<file path="src/common/fsi_pkg.sv">
// Package of shared constants and carrier types for the framer status and interrupt block.
// Assumes a single 40 MHz system clock and a host port already in that clock domain.
package fsi_pkg;

    // ==========================================================
    // Geometry
    localparam int NUM_FRAMERS = 4;
    localparam int BYTE_W      = 8;

    // ==========================================================
    // Per-framer register offsets
    localparam logic [7:0] ADDR_STAT_ONE  = 8'h06;
    localparam logic [7:0] ADDR_STAT_TWO  = 8'h07;
    localparam logic [7:0] ADDR_RX_INFO   = 8'h08;
    localparam logic [7:0] ADDR_MASK_ONE  = 8'h16;
    localparam logic [7:0] ADDR_MASK_TWO  = 8'h17;
    localparam logic [7:0] ADDR_CTL_SIX   = 8'h1d;
    localparam logic [7:0] ADDR_SYNC_STAT = 8'h1e;
    localparam logic [7:0] ADDR_HDLC_STAT = 8'h20;
    localparam logic [7:0] ADDR_HDLC_MASK = 8'h21;
    // Global status answers anywhere with the top two address bits set
    localparam logic [1:0] GIRQ_PAGE      = 2'h3;

    // ==========================================================
    // Control register six fields, reset values and unmapped read data
    localparam int         CTL_TX_SRC     = 2;
    localparam int         CTL_RX_ES_RST  = 1;
    localparam int         CTL_TX_ES_RST  = 0;
    localparam logic [7:0] CTL_SIX_USED   = 8'h07;
    localparam logic [7:0] CTL_SIX_RESET  = 8'h00;
    localparam logic [7:0] MASK_RESET     = 8'h00;
    localparam logic [7:0] RD_UNMAPPED    = 8'h00;

    // ==========================================================
    // Status bit classes: change-of-state alarms sit in the low nibble of status one
    localparam logic [7:0] STAT_ONE_COS   = 8'h0f;
    localparam logic [7:0] NO_COS         = 8'h00;

    // ==========================================================
    // Carriers
    typedef struct packed {
        logic [7:0] stat_one;
        logic [7:0] stat_two;
        logic [7:0] rx_info;
        logic [7:0] hdlc_stat;
        logic [7:0] sync_stat;
    } fsi_stat_t;

    typedef struct packed {
        logic       wr;
        logic       rd;
        logic [1:0] frm;
        logic [7:0] addr;
        logic [7:0] wdata;
    } fsi_port_t;

endpackage

</file>
<file path="src/design/fsi_latch_reg.sv">
// Latched status byte with write-refresh view, clear on read and masked interrupt request.
// Assumes set inputs and strobes come from logic on sys_clk; strobes are one-cycle pulses.
`timescale 1ns/1ps
module fsi_latch_reg #(
    parameter logic [7:0] COS_MASK = 8'h00
) (
    input  wire logic       sys_clk,
    input  wire logic       rst,
    input  wire logic [7:0] set_in,
    input  wire logic       wr_en,
    input  wire logic [7:0] wr_mask,
    input  wire logic       rd_en,
    input  wire logic [7:0] irq_mask,
    output logic      [7:0] view,
    output logic            irq_pend
);

    logic [7:0] latch;
    logic [7:0] prev;
    logic [7:0] cos_pend;
    logic [7:0] sel;
    logic [7:0] cos_evt;
    logic [7:0] next_latch;
    logic [7:0] next_view;
    logic [7:0] next_cos_pend;
    logic [7:0] next_sel;
    logic       next_irq_pend;

    // ==========================================================
    // Next state
    always_comb begin
        cos_evt       = (set_in ^ prev) & COS_MASK;
        next_latch    = latch | set_in;
        next_view     = view;
        next_sel      = sel;
        next_cos_pend = cos_pend | cos_evt;
        if (wr_en) begin
            next_view  = (view & ~wr_mask) | ((latch | set_in) & wr_mask);
            next_latch = (latch & ~wr_mask) | set_in;
            next_sel   = wr_mask;
        end
        if (rd_en) begin
            next_view     = 8'h00;
            next_cos_pend = (cos_pend & ~sel) | cos_evt;
        end
        next_irq_pend = |(((((next_latch | next_view) & ~COS_MASK)) | next_cos_pend)
                          & irq_mask);
    end

    always_ff @(posedge sys_clk or posedge rst) begin
        if (rst) begin
            latch    <= 8'h00;
            prev     <= 8'h00;
            cos_pend <= 8'h00;
            sel      <= 8'h00;
            view     <= 8'h00;
            irq_pend <= 1'b0;
        end else begin
            latch    <= next_latch;
            prev     <= set_in;
            cos_pend <= next_cos_pend;
            sel      <= next_sel;
            view     <= next_view;
            irq_pend <= next_irq_pend;
        end
    end
endmodule // fsi_latch_reg

</file>
<file path="src/design/fsi_status_irq.sv">
// Status, mask and control logic of four framers with one shared active-low interrupt.
// Assumes the host port and status inputs are produced by logic on sys_clk.
`timescale 1ns/1ps
module fsi_status_irq #(
    parameter int NUM_FRAMERS = fsi_pkg::NUM_FRAMERS
) (
    input  wire logic                   sys_clk,
    input  wire logic                   rst,
    input  wire fsi_pkg::fsi_port_t     host_port,
    input  wire fsi_pkg::fsi_stat_t     stat_in [NUM_FRAMERS],
    output logic [7:0]                  rd_data,
    output logic                        int_n,
    output logic [NUM_FRAMERS-1:0]      tx_clock_source_sel,
    output logic [NUM_FRAMERS-1:0]      tx_clock_loss_en,
    output logic [NUM_FRAMERS-1:0]      rx_elastic_reset,
    output logic [NUM_FRAMERS-1:0]      tx_elastic_reset
);

    // The global status byte has room for exactly four framers
    if (NUM_FRAMERS != fsi_pkg::NUM_FRAMERS) begin : g_bad_cfg
        $error("global status byte holds exactly four framers");
    end

    logic [7:0]             mask_one      [NUM_FRAMERS];
    logic [7:0]             mask_two      [NUM_FRAMERS];
    logic [7:0]             hdlc_mask     [NUM_FRAMERS];
    logic [7:0]             ctl_six       [NUM_FRAMERS];
    logic [7:0]             next_mask_one [NUM_FRAMERS];
    logic [7:0]             next_mask_two [NUM_FRAMERS];
    logic [7:0]             next_hdlc_mask[NUM_FRAMERS];
    logic [7:0]             next_ctl_six  [NUM_FRAMERS];
    logic [NUM_FRAMERS-1:0] next_src_sel;
    logic [NUM_FRAMERS-1:0] next_loss_en;
    logic [NUM_FRAMERS-1:0] next_rx_es;
    logic [NUM_FRAMERS-1:0] next_tx_es;
    logic [7:0]             view_one      [NUM_FRAMERS];
    logic [7:0]             view_two      [NUM_FRAMERS];
    logic [7:0]             view_info     [NUM_FRAMERS];
    logic [7:0]             view_hdlc     [NUM_FRAMERS];
    logic [NUM_FRAMERS-1:0] pend_one;
    logic [NUM_FRAMERS-1:0] pend_two;
    logic [NUM_FRAMERS-1:0] pend_info;
    logic [NUM_FRAMERS-1:0] pend_hdlc;
    logic [7:0]             girq;
    logic [7:0]             next_rd_data;
    logic                   next_int_n;
    logic                   girq_hit;

    // ==========================================================
    // Per-framer latched status registers
    for (genvar f = 0; f < NUM_FRAMERS; f++) begin : g_frm
        logic sel;
        assign sel = (host_port.frm == 2'(f));

        fsi_latch_reg #(.COS_MASK(fsi_pkg::STAT_ONE_COS)) u_one (
            .sys_clk  (sys_clk),
            .rst      (rst),
            .set_in   (stat_in[f].stat_one),
            .wr_en    (host_port.wr && sel && host_port.addr == fsi_pkg::ADDR_STAT_ONE),
            .wr_mask  (host_port.wdata),
            .rd_en    (host_port.rd && sel && host_port.addr == fsi_pkg::ADDR_STAT_ONE),
            .irq_mask (mask_one[f]),
            .view     (view_one[f]),
            .irq_pend (pend_one[f])
        );
        fsi_latch_reg #(.COS_MASK(fsi_pkg::NO_COS)) u_two (
            .sys_clk  (sys_clk),
            .rst      (rst),
            .set_in   (stat_in[f].stat_two),
            .wr_en    (host_port.wr && sel && host_port.addr == fsi_pkg::ADDR_STAT_TWO),
            .wr_mask  (host_port.wdata),
            .rd_en    (host_port.rd && sel && host_port.addr == fsi_pkg::ADDR_STAT_TWO),
            .irq_mask (mask_two[f]),
            .view     (view_two[f]),
            .irq_pend (pend_two[f])
        );
        // Receive info bits latch but never reach the interrupt
        fsi_latch_reg #(.COS_MASK(fsi_pkg::NO_COS)) u_info (
            .sys_clk  (sys_clk),
            .rst      (rst),
            .set_in   (stat_in[f].rx_info),
            .wr_en    (host_port.wr && sel && host_port.addr == fsi_pkg::ADDR_RX_INFO),
            .wr_mask  (host_port.wdata),
            .rd_en    (host_port.rd && sel && host_port.addr == fsi_pkg::ADDR_RX_INFO),
            .irq_mask (8'h00),
            .view     (view_info[f]),
            .irq_pend (pend_info[f])
        );
        fsi_latch_reg #(.COS_MASK(fsi_pkg::NO_COS)) u_hdlc (
            .sys_clk  (sys_clk),
            .rst      (rst),
            .set_in   (stat_in[f].hdlc_stat),
            .wr_en    (host_port.wr && sel && host_port.addr == fsi_pkg::ADDR_HDLC_STAT),
            .wr_mask  (host_port.wdata),
            .rd_en    (host_port.rd && sel && host_port.addr == fsi_pkg::ADDR_HDLC_STAT),
            .irq_mask (hdlc_mask[f]),
            .view     (view_hdlc[f]),
            .irq_pend (pend_hdlc[f])
        );
        assign girq[2*f]   = pend_one[f] | pend_two[f];
        assign girq[2*f+1] = pend_hdlc[f];
    end

    // ==========================================================
    // Masks and control register six
    always_comb begin
        for (int f = 0; f < NUM_FRAMERS; f++) begin
            next_mask_one[f]  = mask_one[f];
            next_mask_two[f]  = mask_two[f];
            next_hdlc_mask[f] = hdlc_mask[f];
            next_ctl_six[f]   = ctl_six[f];
            if (host_port.wr && host_port.frm == f[1:0]) begin
                case (host_port.addr)
                    fsi_pkg::ADDR_MASK_ONE: begin
                        next_mask_one[f] = host_port.wdata;
                    end
                    fsi_pkg::ADDR_MASK_TWO: begin
                        next_mask_two[f] = host_port.wdata;
                    end
                    fsi_pkg::ADDR_HDLC_MASK: begin
                        next_hdlc_mask[f] = host_port.wdata;
                    end
                    fsi_pkg::ADDR_CTL_SIX: begin
                        next_ctl_six[f] = host_port.wdata & fsi_pkg::CTL_SIX_USED;
                    end
                    default: begin
                        next_ctl_six[f] = ctl_six[f];
                    end
                endcase
            end
            next_src_sel[f] = next_ctl_six[f][fsi_pkg::CTL_TX_SRC];
            next_loss_en[f] = ~next_ctl_six[f][fsi_pkg::CTL_TX_SRC];
            next_rx_es[f]   = next_ctl_six[f][fsi_pkg::CTL_RX_ES_RST]
                            & ~ctl_six[f][fsi_pkg::CTL_RX_ES_RST];
            next_tx_es[f]   = next_ctl_six[f][fsi_pkg::CTL_TX_ES_RST]
                            & ~ctl_six[f][fsi_pkg::CTL_TX_ES_RST];
        end
    end

    always_ff @(posedge sys_clk or posedge rst) begin
        if (rst) begin
            for (int f = 0; f < NUM_FRAMERS; f++) begin
                mask_one[f]  <= fsi_pkg::MASK_RESET;
                mask_two[f]  <= fsi_pkg::MASK_RESET;
                hdlc_mask[f] <= fsi_pkg::MASK_RESET;
                ctl_six[f]   <= fsi_pkg::CTL_SIX_RESET;
            end
            tx_clock_source_sel <= '0;
            tx_clock_loss_en    <= '1;
            rx_elastic_reset    <= '0;
            tx_elastic_reset    <= '0;
        end else begin
            mask_one            <= next_mask_one;
            mask_two            <= next_mask_two;
            hdlc_mask           <= next_hdlc_mask;
            ctl_six             <= next_ctl_six;
            tx_clock_source_sel <= next_src_sel;
            tx_clock_loss_en    <= next_loss_en;
            rx_elastic_reset    <= next_rx_es;
            tx_elastic_reset    <= next_tx_es;
        end
    end

    // ==========================================================
    // Read data and shared interrupt
    always_comb begin
        girq_hit     = (host_port.addr[7:6] == fsi_pkg::GIRQ_PAGE);
        next_rd_data = rd_data;
        next_int_n   = ~|girq;
        if (host_port.rd) begin
            if (girq_hit) begin
                next_rd_data = girq;
            end else begin
                case (host_port.addr)
                    fsi_pkg::ADDR_STAT_ONE:  next_rd_data = view_one[host_port.frm];
                    fsi_pkg::ADDR_STAT_TWO:  next_rd_data = view_two[host_port.frm];
                    fsi_pkg::ADDR_RX_INFO:   next_rd_data = view_info[host_port.frm];
                    fsi_pkg::ADDR_HDLC_STAT: next_rd_data = view_hdlc[host_port.frm];
                    fsi_pkg::ADDR_SYNC_STAT: next_rd_data = stat_in[host_port.frm].sync_stat;
                    fsi_pkg::ADDR_MASK_ONE:  next_rd_data = mask_one[host_port.frm];
                    fsi_pkg::ADDR_MASK_TWO:  next_rd_data = mask_two[host_port.frm];
                    fsi_pkg::ADDR_HDLC_MASK: next_rd_data = hdlc_mask[host_port.frm];
                    fsi_pkg::ADDR_CTL_SIX:   next_rd_data = ctl_six[host_port.frm];
                    default:                 next_rd_data = fsi_pkg::RD_UNMAPPED;
                endcase
            end
        end
    end

    always_ff @(posedge sys_clk or posedge rst) begin
        if (rst) begin
            rd_data <= 8'h00;
            int_n   <= 1'b1;
        end else begin
            rd_data <= next_rd_data;
            int_n   <= next_int_n;
        end
    end
endmodule // fsi_status_irq

</file>
<file path="config.mk">
export PLATFORM = sky130hd
export DESIGN_NAME = fsi_status_irq
export DESIGN_NICKNAME = d
export VERILOG_FILES = /design/src/common/fsi_pkg.sv /design/src/design/fsi_latch_reg.sv /design/src/design/fsi_status_irq.sv
export SDC_FILE = /design/constraint.sdc
export NUM_CORES = 1
export LEC_CHECK = 0
export BUFFER_PORTS_ARGS = -buffer_cell sky130_fd_sc_hd__buf_2
export CAP_MARGIN = 25
export CORE_MARGIN = 2
export CORE_UTILIZATION = 60
export DETAILED_ROUTE_END_ITERATION = 6
export GPL_TIMING_DRIVEN = 0
export PLACE_DENSITY = 0.8
export SLEW_MARGIN = 10
export SYNTH_ARGS = -nofsm -noshare
export SYNTH_HDL_FRONTEND = slang
export SYNTH_SLANG_ARGS = --single-unit
</file>
<file path="constraint.sdc">
create_clock -name sys_clk -period 24.9 [get_ports sys_clk]
set_input_delay 1.245 -clock sys_clk [delete_from_list [all_inputs] [get_ports sys_clk]]
set_output_delay 1.245 -clock sys_clk [all_outputs]
set_load 0.03 [all_outputs]
</file>
==> flow_metrics.tcl <==
set metrics [dict create \
    ys_warn_count 0 \
    grt.busiest_layer "met2" \
    worst_slew_pin_slew_ns 1.190 \
    pre_cts_slack_ns 19.95 \
    crit_chain "buf_2 -> buf_2 -> buf_2 -> nor3b_2 -> clkbuf_1 -> nand4_1 -> a21o_1 -> o31ai_1 -> nand4_1" \
    maxCapViolCount 0 \
    syn_area_mm2 0.02740 \
    hold_path_end "g_frm[3].u_two.sel[5]$_DFFE_PP0N_" \
    drv_slew 0 \
    slowest_delay_ns 0.87 \
    grt_max_degree 126 \
    cts-root-buf "clkbuf_16" \
    crit_top_cell "buf_2" \
    synthTopCellsByArea "dfrtp_1 55%, mux4_2 5.5%, nand2_1 4.9%, a21o_1 4.1%, nor3_1 3.3%" \
    status "finished clean" \
    rr_endpoint "rd_data[7]$_DFFE_PP0P_" \
    drc 0 \
    area_growth_syn_to_layout_pct 14.82 \
    synth.distinct_cells 86 \
    hold_viol_final 0 \
    power_density_mw_per_mm2 66.18 \
    ys_seq_area_frac 0.5527 \
    placedCellCount 3294 \
    worstSetupStartpointType "input port" \
    gr-total-overflow 0 \
    fin_crit_ns 4.538 \
    die_w_um 217.7 \
    grt_setup_unrepaired "false" \
    cts_buffers 60 \
    grt_pass1_wl_um 154000 \
    clock_latency_ns 0.64 \
    met1_usage 0.5974 \
    cts_resized 0 \
    ys.flop_type "dfrtp_1" \
    fin_tns_setup_ns 0 \
    die_h_um 217.7 \
    reg2reg_depth 5 \
    layout.nets 2943 \
    post-route-period-util 0.1823 \
    layout-drive-gt1-share 0.2016 \
    irDropWorstVdd_mv 0.06065 \
    ios 207 \
    finalPower_w 0.002082 \
    setup_slack_ns 20.36 \
    end_kind "flip-flop" \
    crit_slowest_cell "nor3b_2" \
    leakage_nw 13.56 \
    io_buffers 201 \
    synth_edf_count 0 \
    drt_wl_total_um 107700 \
    cts.clk_slew.worst_paths_ns 0.07 \
    ant_nets 0 \
    stdcell_count 3414 \
    skew_ns 0.01522 \
    reg2reg_slack_ns 22.54 \
    avgViaCountPerCell 7.048 \
    grt_use_met3 0.1764 \
    postCtsSetupRepairBufs 0 \
    hold_path.class "flip-flop to flip-flop" \
    rows 78 \
    dpl.hpwl_um 78140 \
    htree_levels 2 \
    worstHoldStart "g_frm[3].u_two.sel[5]$_DFFE_PP0N_" \
    cts_tree "done" \
    vias 24060 \
    fmax_mhz 220.3 \
    drt_pass1_iterations 6 \
    antenna_found_initial 8 \
    slew-limit-headroom 0.2066 \
    whs_path_depth 2 \
    required_ns 25.35 \
    syn_inst 2479 \
    place.gp.congestion 1.072 \
    track_usage 0.4566 \
    path_class "input port to flip-flop" \
    wl_per_cell_um 31.54 \
    core_area_mm2 0.04519 \
    clkSinkCount 605 \
    setup_viol 0 \
    start_util 0.6064 \
    use_met2 0.6447 \
    yosys.area.top_type "dfrtp_1" \
    r2r_start "hdlc_mask[15]$_DFFE_PP0P_" \
    synth_top_area_frac 0.5479 \
    synth.avg_cell_area_um2 11.05 \
    hold_buffers 0 \
    ctsLongestPathBuffers 3 \
    grt_pass1_vias 23120 \
    synth_fp_nets 2661 \
    ys_ff_latch 605 \
    crit_arrival_ns 4.99 \
    cp_max_fo 10 \
    synth-async-reset-ratio 1.000 \
    drt_iter0_markers 3887 \
    die_area_mm2 0.04740 \
]
area by class of cell:
type	count	area, um^2
fillers	3298	13720
diodes	6	15.01
clock inverters	18	175.2
inverters	45	176.4
well taps	600	750.7
clock buffers	91	1799
multi-input cells	1673	11370
repair buffers	220	1303
flip-flops and latches	605	15150
plain buffers	156	732.0
registers in the layout, indices dropped and copies added (netlist names), 32 cells and up:
signal                 count
mask_one                  32
g_frm.u_two.sel           32
hdlc_mask                 32
g_frm.u_two.latch         32
g_frm.u_hdlc.cos_pend     32
g_frm.u_one.view          32
g_frm.u_one.sel           32
g_frm.u_one.cos_pend      32
g_frm.u_two.cos_pend      32
g_frm.u_hdlc.latch        32
g_frm.u_two.view          32
g_frm.u_hdlc.view         32
g_frm.u_hdlc.sel          32
g_frm.u_info.view         32
g_frm.u_one.latch         32
g_frm.u_info.latch        32
mask_two                  32
cells in the final DEF, fill, tap and decap left out, types with 67 or more instances in the layout:
master	count
dfrtp_1	600
a21o_1	148
o21ai_0	94
mux2_2	71
a21oi_1	132
clkbuf_1	91
nor3_1	182
mux4_2	67
nor2_1	82
buf_2	245
nand2_1	360
where the power goes:
group / internal, W / switching, W / leakage (nW)
logic: 0.0000408 / 0.000110 / 5.04
clock network: 0.000526 / 0.000398 / 0.981
registers: 0.000996 / 0.0000118 / 7.54
per-layer routing:
layer  routed length (um)  share of wire
met2                44890           0.42
met4                 8032          0.075
met5                   45        0.00042
met1                38470           0.36
met3                16250           0.15
metrics by stage:
stage          cell area (um^2)  hold WS, ns    util
2_1_floorplan             27400       0.4231       -
3_3_place_gp              29160       0.4420  0.6453
3_5_place_dp              29410       0.4434  0.6509
4_1_cts                   31390       0.4531  0.6946
5_1_grt                   31450       0.4842  0.6960
6_report                  31460       0.4605  0.6963
cells by family (layout without fill, tap and decap cells):
group	Yosys count	after routing	synth area share
compound gates	659	659	0.1658
xor+xnor	16	16	0.005114
fa+ha+maj	3	3	0.001096
buf+inv	201	530	0.03269
flops	605	605	0.5527
mux	139	139	0.08461
other cells	0	6	0
simple gates	856	856	0.1580
synth_stat cells, types with 12 or more instances:
library cell and count:
xor2_1 16, o21ai_0 94, a21oi_1 132, a21o_1 148, a21boi_0 59, mux4_2 67, o211ai_1 17, dfrtp_1 600
mux2_2 71, nand4_1 65, nand2_1 360, buf_2 42, nor3_1 182, a211o_1 23, o31ai_1 22, o31a_1 12
nor2_1 82, a31oi_1 25, clkbuf_1 81, nor2b_1 17, nand3_1 34, inv_1 45, buf_1 18, a22oi_1 30
critical path: cells and delay by family:
family | cells | cell delay (ns)
AO/OA/AOI/OAI | 2 | 1.12
buffers and inverters | 4 | 1.24
AND/OR/NAND/NOR | 3 | 1.37
worst max-delay path by stage:
stage,start,to,slack [ns],cells after the start
floorplan,rst,ctl_six[0]$_DFF_PP0_,6.73,1
global placement,rst,g_frm[1].u_one.prev[3]$_DFF_PP0_,1.10,2
detailed placement,host_port[12],g_frm[1].u_two.irq_pend$_DFF_PP0_,19.95,9
CTS,host_port[12],g_frm[1].u_two.irq_pend$_DFF_PP0_,20.61,9
global route,host_port[17],g_frm[0].u_two.irq_pend$_DFF_PP0_,20.51,9
finish,host_port[17],g_frm[0].u_two.irq_pend$_DFF_PP0_,20.36,9
No activity file was read; power rests on OpenSTA's default activity.
